--- src/design/stf_cfg.svh ---
// Constants for the status rising-edge filter block.
// Assumes nothing; definitions only.
`ifndef STF_CFG_SVH
`define STF_CFG_SVH

`define STF_WIDTH       16
`define STF_NUM_SETS    5

// Implemented bits per register set
`define STF_MEAS_MASK   16'h0BBF
`define STF_QUES_MASK   16'h4110
`define STF_OPER_MASK   16'h0663
`define STF_TRIG_MASK   16'h0002
`define STF_ARM_MASK    16'h0002

// Reset values
`define STF_FALL_RESET  16'h0000
`define STF_ENAB_RESET  16'h0000
`define STF_EVENT_RESET 16'h0000

// Measurement bit positions
`define STF_MEAS_OVERRANGE  0
`define STF_MEAS_LOW_ONE    1
`define STF_MEAS_HIGH_ONE   2
`define STF_MEAS_LOW_TWO    3
`define STF_MEAS_HIGH_TWO   4
`define STF_MEAS_READY      5
`define STF_MEAS_HAS_DATA   7
`define STF_MEAS_HALF       8
`define STF_MEAS_FULL       9
`define STF_MEAS_PRETRIG    11

// Questionable bit positions
`define STF_QUES_TEMP       4
`define STF_QUES_CAL        8
`define STF_QUES_WARN       14

// Operation bit positions
`define STF_OPER_CAL        0
`define STF_OPER_SETTLE     1
`define STF_OPER_TRIG       5
`define STF_OPER_ARM        6
`define STF_OPER_CALC       9
`define STF_OPER_IDLE       10

// Trigger and arm bit position
`define STF_LAYER_CHAIN_ONE 1

// Synchroniser depth
`define STF_SYNC_STAGES     2

`endif

--- src/design/stf_pkg.sv ---
// Types for the status rising-edge filter block.
// Assumes stf_cfg.svh is on the include path.
`include "stf_cfg.svh"

package stf_pkg;

  typedef enum logic [1:0] {
    STF_OP_WRITE  = 2'h0,
    STF_OP_QUERY  = 2'h1,
    STF_OP_PRESET = 2'h3,
    STF_OP_CLEAR  = 2'h2
  } stf_op_t;

  typedef enum logic [2:0] {
    STF_SET_MEAS = 3'h0,
    STF_SET_QUES = 3'h1,
    STF_SET_OPER = 3'h2,
    STF_SET_TRIG = 3'h3,
    STF_SET_ARM  = 3'h4
  } stf_set_t;

  typedef enum logic [1:0] {
    STF_REG_RISE  = 2'h0,
    STF_REG_FALL  = 2'h1,
    STF_REG_ENAB  = 2'h2,
    STF_REG_EVENT = 2'h3
  } stf_reg_t;

endpackage

--- src/design/stf_sync.sv ---
// Two-stage synchroniser for a vector of pin-level condition inputs.
// Assumes inputs are quasi-static levels from outside the clock domain.
`timescale 1ns/10ps
`default_nettype none

module stf_sync
  import stf_pkg::*;
#(
  parameter int W = 16
) (
  input  wire logic         i_clk_sys,
  input  wire logic         i_resetn,
  input  wire logic         i_ce,
  input  wire logic [W-1:0] i_async,
  output logic      [W-1:0] o_sync
);

  logic [W-1:0] meta;

  // First stage feeds only the second
  always_ff @(posedge i_clk_sys or negedge i_resetn) begin
    if (!i_resetn) begin
      meta   <= '0;
      o_sync <= '0;
    end else if (i_ce) begin
      meta   <= i_async;
      o_sync <= meta;
    end
  end

endmodule

`default_nettype wire

--- src/design/stf_edge_set.sv ---
// One register set: rise and fall filters, enable mask, event latch.
// Assumes conditions arrive already synchronised to i_clk_sys.
`timescale 1ns/10ps
`default_nettype none

module stf_edge_set
  import stf_pkg::*;
#(
  parameter int              W    = 16,
  parameter logic [W-1:0]    IMPL = '1
) (
  input  wire logic         i_clk_sys,
  input  wire logic         i_resetn,
  input  wire logic         i_ce,
  input  wire logic [W-1:0] i_cond,
  input  wire logic         i_wr_rise,
  input  wire logic         i_wr_fall,
  input  wire logic         i_wr_enab,
  input  wire logic [W-1:0] i_wdata,
  input  wire logic         i_preset,
  input  wire logic         i_ev_clr,
  output logic      [W-1:0] o_rise,
  output logic      [W-1:0] o_fall,
  output logic      [W-1:0] o_enab,
  output logic      [W-1:0] o_event,
  output logic              o_summary
);

  logic [W-1:0] prev;
  wire  [W-1:0] rise_hit   = i_cond & ~prev & o_rise;
  wire  [W-1:0] fall_hit   = ~i_cond & prev & o_fall;
  wire  [W-1:0] wr_val     = i_wdata & IMPL;
  wire  [W-1:0] next_event = (o_event & ~{W{i_ev_clr}}) | rise_hit | fall_hit;

  assign o_summary = |(o_event & o_enab);

  // One previous sample per bit, so one change latches once
  always_ff @(posedge i_clk_sys or negedge i_resetn) begin
    if (!i_resetn) begin
      prev    <= '0;
      o_event <= `STF_EVENT_RESET;
    end else if (i_ce) begin
      prev    <= i_cond;
      o_event <= next_event;
    end
  end

  always_ff @(posedge i_clk_sys or negedge i_resetn) begin
    if (!i_resetn) begin
      o_rise <= IMPL;
      o_fall <= `STF_FALL_RESET;
      o_enab <= `STF_ENAB_RESET;
    end else if (i_ce) begin
      if (i_preset) begin
        o_rise <= IMPL;
        o_fall <= `STF_FALL_RESET;
        o_enab <= `STF_ENAB_RESET;
      end else begin
        if (i_wr_rise) o_rise <= wr_val;
        if (i_wr_fall) o_fall <= wr_val;
        if (i_wr_enab) o_enab <= wr_val;
      end
    end
  end

endmodule

`default_nettype wire

--- src/design/stf_top.sv ---
// Status rising-edge filter: five register sets behind a decoded command port.
// Assumes the host command parser hands over one decoded command per cycle,
// its numeric parameter already in binary; condition inputs are async pins.
//
// Behaviour
// - Filter write loads bits from binary form of parameter; zero clears all.
// - Power-up sets every implemented rising-edge filter bit to one.
// - Preset sets rising filters to one again; clear-status leaves them alone.
// - Filter query returns a value whose set bits are the set filter bits.
// - Condition rising with filter bit set latches the matching event bit.
// - Filter bit one enables rising detection; zero blocks that event.
// - Measurement B0 over-range, B1..B4 limit one and two low/high crossings.
// - Measurement B5 rises when a reading is taken and processed.
// - Measurement B7 rises when trace buffer holds at least two readings.
// - Measurement B8 buffer half full, B9 buffer full.
// - Measurement B11 pretrigger; B6, B10, B12..B15 carry no event.
// - Questionable B4 junction invalid, B8 calibration invalid, B14 ignored.
// - Operation B0 calibration start, B1 settling start.
// - Operation B5 waiting in trigger layer, B6 waiting in arm layer.
// - Operation B9 math calculation start, B10 entering idle.
// - Trigger B1 set while operation waits in trigger layer.
// - Arm B1 set while in an arm layer; other arm bits unused.
// - Masked event never drives summary; unmasked latched event does.
// - Condition falling with fall filter bit set latches event bit.
`timescale 1ns/10ps
`default_nettype none

module stf_top
  import stf_pkg::*;
#(
  parameter int W = `STF_WIDTH
) (
  input  wire logic         i_clk_sys,
  input  wire logic         i_resetn,
  input  wire logic         i_ce,
  // Decoded command port
  input  wire logic         i_cmd_valid,
  input  wire stf_op_t      i_cmd_op,
  input  wire stf_set_t     i_cmd_set,
  input  wire stf_reg_t     i_cmd_reg,
  input  wire logic [W-1:0] i_cmd_value,
  output logic              o_rsp_valid,
  output logic      [W-1:0] o_rsp_value,
  // Measurement conditions
  input  wire logic         i_reading_overrange,
  input  wire logic         i_lower_bound_one_crossed,
  input  wire logic         i_upper_bound_one_crossed,
  input  wire logic         i_lower_bound_two_crossed,
  input  wire logic         i_upper_bound_two_crossed,
  input  wire logic         i_reading_ready,
  input  wire logic         i_buffer_has_data,
  input  wire logic         i_buffer_half_level,
  input  wire logic         i_buffer_full_flag,
  input  wire logic         i_buffer_pretrigger_done,
  // Questionable conditions
  input  wire logic         i_junction_invalid,
  input  wire logic         i_cal_constant_invalid,
  input  wire logic         i_command_param_ignored,
  // Operation conditions
  input  wire logic         i_calibrating,
  input  wire logic         i_settling,
  input  wire logic         i_waiting_trigger,
  input  wire logic         i_waiting_arm,
  input  wire logic         i_calculating,
  input  wire logic         i_idle,
  // Per-set summaries
  output logic              o_meas_summary,
  output logic              o_ques_summary,
  output logic              o_oper_summary,
  output logic              o_trig_summary,
  output logic              o_arm_summary
);

  localparam int NS = `STF_NUM_SETS;

  function automatic logic [W-1:0] impl_mask(input int idx);
    case (idx)
      0:       impl_mask = `STF_MEAS_MASK;
      1:       impl_mask = `STF_QUES_MASK;
      2:       impl_mask = `STF_OPER_MASK;
      3:       impl_mask = `STF_TRIG_MASK;
      default: impl_mask = `STF_ARM_MASK;
    endcase
  endfunction

  ////////////////////////////////////////////////////////////////////////////
  // Condition assembly

  logic [W-1:0] meas_raw;
  logic [W-1:0] ques_raw;
  logic [W-1:0] oper_raw;
  logic [W-1:0] trig_raw;
  logic [W-1:0] arm_raw;

  always_comb begin
    meas_raw = '0;
    meas_raw[`STF_MEAS_OVERRANGE] = i_reading_overrange;
    meas_raw[`STF_MEAS_LOW_ONE]   = i_lower_bound_one_crossed;
    meas_raw[`STF_MEAS_HIGH_ONE]  = i_upper_bound_one_crossed;
    meas_raw[`STF_MEAS_LOW_TWO]   = i_lower_bound_two_crossed;
    meas_raw[`STF_MEAS_HIGH_TWO]  = i_upper_bound_two_crossed;
    meas_raw[`STF_MEAS_READY]     = i_reading_ready;
    meas_raw[`STF_MEAS_HAS_DATA]  = i_buffer_has_data;
    meas_raw[`STF_MEAS_HALF]      = i_buffer_half_level;
    meas_raw[`STF_MEAS_FULL]      = i_buffer_full_flag;
    meas_raw[`STF_MEAS_PRETRIG]   = i_buffer_pretrigger_done;
  end

  always_comb begin
    ques_raw = '0;
    ques_raw[`STF_QUES_TEMP] = i_junction_invalid;
    ques_raw[`STF_QUES_CAL]  = i_cal_constant_invalid;
    ques_raw[`STF_QUES_WARN] = i_command_param_ignored;
  end

  always_comb begin
    oper_raw = '0;
    oper_raw[`STF_OPER_CAL]    = i_calibrating;
    oper_raw[`STF_OPER_SETTLE] = i_settling;
    oper_raw[`STF_OPER_TRIG]   = i_waiting_trigger;
    oper_raw[`STF_OPER_ARM]    = i_waiting_arm;
    oper_raw[`STF_OPER_CALC]   = i_calculating;
    oper_raw[`STF_OPER_IDLE]   = i_idle;
  end

  always_comb begin
    trig_raw = '0;
    arm_raw  = '0;
    trig_raw[`STF_LAYER_CHAIN_ONE] = i_waiting_trigger;
    arm_raw[`STF_LAYER_CHAIN_ONE]  = i_waiting_arm;
  end

  ////////////////////////////////////////////////////////////////////////////
  // Synchronisers: all condition pins cross in one vector

  logic [NS*W-1:0] cond_sync;

  stf_sync #(
    .W (NS*W)
  ) u_sync (
    .i_clk_sys (i_clk_sys),
    .i_resetn  (i_resetn),
    .i_ce      (i_ce),
    .i_async   ({arm_raw, trig_raw, oper_raw, ques_raw, meas_raw}),
    .o_sync    (cond_sync)
  );

  ////////////////////////////////////////////////////////////////////////////
  // Command decode

  wire cmd_write  = i_cmd_valid && (i_cmd_op == STF_OP_WRITE);
  wire cmd_query  = i_cmd_valid && (i_cmd_op == STF_OP_QUERY);
  wire cmd_preset = i_cmd_valid && (i_cmd_op == STF_OP_PRESET);
  wire cmd_clear  = i_cmd_valid && (i_cmd_op == STF_OP_CLEAR);

  wire wr_rise  = cmd_write && (i_cmd_reg == STF_REG_RISE);
  wire wr_fall  = cmd_write && (i_cmd_reg == STF_REG_FALL);
  wire wr_enab  = cmd_write && (i_cmd_reg == STF_REG_ENAB);
  wire rd_event = cmd_query && (i_cmd_reg == STF_REG_EVENT);

  logic [W-1:0] rise_q  [NS];
  logic [W-1:0] fall_q  [NS];
  logic [W-1:0] enab_q  [NS];
  logic [W-1:0] event_q [NS];
  logic [NS-1:0] summary;

  // Preset leaves events alone; clear-status only clears events
  for (genvar g = 0; g < NS; g++) begin : g_set
    wire sel = (i_cmd_set == stf_set_t'(g));

    stf_edge_set #(
      .W    (W),
      .IMPL (impl_mask(g))
    ) u_set (
      .i_clk_sys (i_clk_sys),
      .i_resetn  (i_resetn),
      .i_ce      (i_ce),
      .i_cond    (cond_sync[g*W +: W]),
      .i_wr_rise (wr_rise && sel),
      .i_wr_fall (wr_fall && sel),
      .i_wr_enab (wr_enab && sel),
      .i_wdata   (i_cmd_value),
      .i_preset  (cmd_preset),
      .i_ev_clr  (cmd_clear || (rd_event && sel)),
      .o_rise    (rise_q[g]),
      .o_fall    (fall_q[g]),
      .o_enab    (enab_q[g]),
      .o_event   (event_q[g]),
      .o_summary (summary[g])
    );
  end

  assign o_meas_summary = summary[STF_SET_MEAS];
  assign o_ques_summary = summary[STF_SET_QUES];
  assign o_oper_summary = summary[STF_SET_OPER];
  assign o_trig_summary = summary[STF_SET_TRIG];
  assign o_arm_summary  = summary[STF_SET_ARM];

  ////////////////////////////////////////////////////////////////////////////
  // Query response: event value is taken before its clear lands

  logic [W-1:0] next_rsp_value;

  always_comb begin
    case (i_cmd_reg)
      STF_REG_RISE:  next_rsp_value = rise_q[i_cmd_set];
      STF_REG_FALL:  next_rsp_value = fall_q[i_cmd_set];
      STF_REG_ENAB:  next_rsp_value = enab_q[i_cmd_set];
      STF_REG_EVENT: next_rsp_value = event_q[i_cmd_set];
      default:       next_rsp_value = '0;
    endcase
  end

  always_ff @(posedge i_clk_sys or negedge i_resetn) begin
    if (!i_resetn) begin
      o_rsp_valid <= 1'b0;
      o_rsp_value <= '0;
    end else if (i_ce) begin
      o_rsp_valid <= cmd_query;
      if (cmd_query) o_rsp_value <= next_rsp_value;
    end
  end

  ////////////////////////////////////////////////////////////////////////////
  // Assertions

  logic started;

  always_ff @(posedge i_clk_sys or negedge i_resetn) begin
    if (!i_resetn) started <= 1'b0;
    else if (i_ce) started <= 1'b1;
  end

  wire [W-1:0] mc = cond_sync[W-1:0];
endmodule

`default_nettype wire

--- config.mk ---
export PLATFORM = sky130hd
export DESIGN_NAME = stf_top
export DESIGN_NICKNAME = d
export VERILOG_FILES = /design/src/design/stf_pkg.sv /design/src/design/stf_sync.sv /design/src/design/stf_edge_set.sv /design/src/design/stf_top.sv
export VERILOG_INCLUDE_DIRS = /design/src /design/src/design
export SDC_FILE = /design/constraint.sdc
export NUM_CORES = 1
export LEC_CHECK = 0
export BUFFER_PORTS_ARGS = -buffer_cell sky130_fd_sc_hd__buf_2
export CORE_ASPECT_RATIO = 0.9
export CORE_MARGIN = 2
export CORE_UTILIZATION = 45
export DETAILED_ROUTE_END_ITERATION = 12
export SLEW_MARGIN = 5
export SYNTH_ARGS = -nofsm -noshare
export SYNTH_HDL_FRONTEND = slang
export SYNTH_HIERARCHICAL = 1
export SYNTH_SLANG_ARGS = --single-unit
export TNS_END_PERCENT = 30
--- constraint.sdc ---
create_clock -name i_clk_sys -period 3.2 [get_ports i_clk_sys]
set_input_delay 0.64 -clock i_clk_sys [delete_from_list [all_inputs] [get_ports i_clk_sys]]
set_output_delay 0.64 -clock i_clk_sys [all_outputs]
set_load 0.005 [all_outputs]
==> run metrics, run 1 <==
fin crit period 2.49 ns; I/O pin count 68; max-slew violation count 0; Final nets 1,359; share of layout cells above drive strength 1 0.197; vias in the first global route 8,921; Reg clk slew, reported paths 0.06 ns; Skew-Pair Late Insertion Delay 0.53 ns; post-route setup TNS 0 ns; Initial DRT Pass Iterations 4; initial antenna violation count 0; post-cts resize count 0; CTS tree yes; maxcap violations 0; clk sinks 223; Max IR drop VDD 0.000420 V; design area 0.0144 mm2; status completed; Post-Synthesis Cells 1,288; Required @ worst endpoint 2.56 ns; first-pass GRT wire length 52,900 um; Worst Path Arrival 1.85 ns; Min Hold Slack 0.0136 ns; die area 0.0320 mm2; area grow syn2layout 4.92%; 1st-iter DRT viols 584; Max Root-Sink Buffers 3; post-place setup slack 0.406 ns; hpwl dp 22,900 um; # Post-CTS Setup Buffers 0; final setup fails 0; Worst Skew 0.00889 ns; Global Route Usage Sum 0.212; Hold Crit Class input port to async pin; GRT Residual Overflow 0; final hold vios 0; PortBufs 64; syn avg cell area 10.7 um2; critical path class register to output port; Final Non-Filler Cells 1,737; clock tree root buffer cell clkbuf_16; Inst Count DP 1,688; hold buffer count at cts 0; Startpoint Class register; fin crit share 0.779; die height 170 um; Rows 60; CP Capture Type output port; Final ANT Viol Nets 0; Die W 188 um; WL/cell 19.3 um; RSZ-0062 raised after global routing no; cts bufs inserted 26; H-tree Lvls 1; Leak 6.72 nW; placed cell areas 0.0135 mm2; GP Congestion 0.844; FMAX 0.401 GHz; YS warnings 6; Slew headroom 0.475; DRC viols 0; Crit Path Max Fanout 3; Initial Utilization 0.459; Worst Slack Setup Final 0.708 ns; WL final 33,500 um; pwr dens 548 mW/mm2; cell area after synthesis 0.0137 mm2; total number of vias 9,139; largest net degree at the start of global routing 100; core area 0.0300 mm2; Slew @ Worst Pin 0.786 ns; DR vias/cell 5.26; fillers 2,786
-- metrics by stage --
stage / util / power [mW]
finish: 0.482 / 7.91
global route: 0.481 / 8.28
CTS: 0.481 / 7.98
detailed placement: 0.452 / 4.90
global placement: 0.452 / 4.86
floorplan: - / 4.56
-- area by class of cell --
cell class                      count  area, um2  share of cell area
Inverter                           25       93.8             0.00651
Clock buffer                       35        754              0.0523
Multi-Input combinational cell    936       6650               0.461
Tap cell                          403        504              0.0350
Antenna cell                        1       2.50            0.000173
Clock inverter                     13        141             0.00980
Sequential cell                   223       5610               0.389
Timing Repair Buffer              101        671              0.0465
-- layer usage --
| metal | up-vias | wire length [um] | GRT usage |
|---|---|---|---|
| met5 | - | 0 | 0 |
| met4 | 0 | 741 | 0.0558 |
| met3 | 42 | 1440 | 0.0303 |
| met2 | 190 | 14600 | 0.319 |
| met1 | 4503 | 16700 | 0.318 |
| li1 | 4404 | - | - |
-- critical path: stages (launching register included) --
cell and delay [ns]:
dfrtp_1 0.42, a22o_1 0.23, a221oi_1 0.29, nand4_1 0.20
buf_2 0.18
-- state kept, by name (all words and copies together) (netlist names), 16 cells and up --
name and cells:
g_set.u_set/o_enab 21, g_set.u_set/o_event 80, g_set.u_set/o_fall 21, g_set.u_set/o_rise 21
g_set.u_set/prev 21, o_rsp_value 16, u_sync/meta 21, u_sync/o_sync 21
-- placed cells by master, fill, tap and decap left out, types with 22 or more instances in the layout --
| cell | count |
|---|---|
| dfrtp_1 | 202 |
| conb_1 | 177 |
| mux2i_1 | 112 |
| and2_1 | 61 |
| buf_2 | 61 |
| nor2_1 | 54 |
| mux2_2 | 47 |
| nand2_1 | 45 |
| o22ai_1 | 40 |
| buf_4 | 33 |
| o21ai_1 | 30 |
| o221ai_1 | 28 |
| clkbuf_16 | 26 |
| inv_1 | 24 |
| and4b_1 | 23 |
| mux2_4 | 22 |
-- worst paths after layout --
check,start,endpoint,slack [ns],depth (start not counted)
min in group i_clk_sys,i_buffer_half_level,u_sync/meta[8],0.34,2
hold reg to reg,g_set[0].u_set/o_rise[7],g_set[0].u_set/o_rise[7],0.47,2
hold / removal,i_resetn,o_rsp_value[12],0.01,1
setup reg to reg,g_set[2].u_set/o_fall[9],o_rsp_value[9],1.46,4
max in group asynchronous,i_resetn,g_set[0].u_set/o_rise[8],2.30,2
setup / recovery,g_set[0].u_set/o_event[4],o_meas_summary,0.71,4
-- power breakdown --
| part | internal, mW | switching, mW | total, mW |
|---|---|---|---|
| registers | 3.22 | 0.375 | 3.60 |
| clock network | 1.82 | 1.23 | 3.05 |
| logic | 0.633 | 0.618 | 1.25 |
(Power assumes the default switching activity.)
==> inputs of run 2 (changes only) <==
==> constraint.sdc (replaced) <==
create_clock -name i_clk_sys -period 2.3 [get_ports i_clk_sys]
set_input_delay 0.46 -clock i_clk_sys [delete_from_list [all_inputs] [get_ports i_clk_sys]]
set_output_delay 0.46 -clock i_clk_sys [all_outputs]
set_load 0.005 [all_outputs]
==> run metrics, run 2 (synthesis results as in run 1) <==
DR vias/cell 5.33; I/O pin count 68; final hold vios 0; PnR Total Power 11.3 mW; Final ANT Viol Nets 0; clk sinks 223; Skew-Pair Late Insertion Delay 0.55 ns; most common cell after layout, fill and taps aside dfrtp_1; status completed; vias in the first global route 9,246; area grow syn2layout 8.70%; total number of vias 9,503; WL final 33,900 um; GRT Residual Overflow 0; # diodes 0; fillers 2,709; FMAX 0.439 GHz; max FFs per register 80; most frequent cells in the layout dfrtp_1, conb_1, mux2i_1, buf_4; Leak 7.01 nW; maxcap violations 0; Initial DRT Pass Iterations 6; Worst Skew 0.0151 ns; GR peak layer met2; Initial Utilization 0.459; 1st-iter DRT viols 625; Final nets 1,405; H-tree Lvls 1; GP Congestion 0.845; Worst Path Arrival 1.82 ns; Biggest register g_set.u_set/o_event; M3 GR Usage 0.0280; Min Hold Slack 0.142 ns; Slew headroom 0.453; met1 Track Usage GR 0.324; fin crit share 0.991; Startpoint Class register; Crit Path Max Fanout 3; Rows 60; CP Capture Type output port; die height 170 um; Required @ worst endpoint 1.84 ns; max-slew violation count 0; Global Route Usage Sum 0.216; Slew @ Worst Pin 0.819 ns; pwr dens 759 mW/mm2; Die W 188 um; initial antenna violation count 2; clock tree root buffer cell clkbuf_16; critical path class register to output port; core area 0.0300 mm2; WL/cell 19.0 um; hpwl dp 24,000 um; Final Non-Filler Cells 1,782; first-pass GRT wire length 54,100 um; largest net degree at the start of global routing 100; Max Root-Sink Buffers 3; cts bufs inserted 26; Max IR drop VDD 0.000604 V; PortBufs 64; Inst Count DP 1,730; DRC viols 0; Reg clk slew, reported paths 0.06 ns; met2 Use GR 0.325; share of layout cells above drive strength 1 0.223; RSZ-0062 raised after global routing no; CTS tree yes; fin crit period 2.28 ns; Hold Crit Class input port to register; final setup fails 0; die area 0.0320 mm2
==> run 2: final timing paths <==
kind	slack [ns]	start	end	cells past startpoint
worst max-delay path	0.02	g_set[0].u_set/o_event[11]	o_meas_summary	4
worst min register to register	0.48	g_set[0].u_set/o_event[13]	g_set[0].u_set/o_event[13]	1
min in group asynchronous	0.45	i_resetn	g_set[3].u_set/o_event[11]	2
worst min-delay path	0.14	i_buffer_full_flag	u_sync/meta[9]	2
worst max register to register	0.57	g_set[0].u_set/o_enab[11]	o_rsp_value[11]	5
max in group asynchronous	1.16	i_resetn	g_set[0].u_set/o_rise[1]	3
==> run 2: layer usage <==
layer / vias to the layer above / part of all wire
met2: 219 / 0.43
li1: 4484 / -
met4: 2 / 0.029
met5: - / 0.00038
met3: 54 / 0.043
met1: 4744 / 0.49
==> run 2: power breakdown <==
part | total, mW | internal [mW] | leakage (nW) | switching, mW
clock network | 4.45 | 2.75 | 0.455 | 1.70
registers | 5.06 | 4.49 | 2.70 | 0.568
logic | 1.84 | 0.953 | 3.85 | 0.886
==> run 2: worst max-delay path: stages (launching register included) <==
cell,delay (ns)
dfrtp_1,0.41
a22o_1,0.22
a221oi_2,0.25
nand4_1,0.20
buf_2,0.18
==> run 2: final cells by class <==
| type | instances | area [um2] | area share |
|---|---|---|---|
| Sequential cell | 223 | 5610 | 0.375 |
| Multi-Input combinational cell | 936 | 6660 | 0.445 |
| Clock buffer | 40 | 803 | 0.0538 |
| Clock inverter | 8 | 148 | 0.00988 |
| Timing Repair Buffer | 147 | 1130 | 0.0757 |
| Tap cell | 403 | 504 | 0.0337 |
| Inverter | 25 | 93.8 | 0.00628 |
==> run 2: repair_timing <==
item | in CTS | in global routing
setup endpoints to repair | 1 | 0
endpoints found under the hold margin | 42 | 0
hold buffers | 1 | 0
resized for setup | 1 | 0
setup buffers | 3 | 0
==> run 2: through the flow <==
stage	setup slack [ns]	utilization	setup TNS [ns]	cell area [um2]
finish	0.0208	0.499	0	14900
global route	0.000931	0.499	0	14900
CTS	0.0174	0.499	0	14900
detailed placement	-0.0199	0.466	-0.0246	14000
global placement	-0.0268	0.466	-0.0268	14000
floorplan	0.0639	-	0	14400
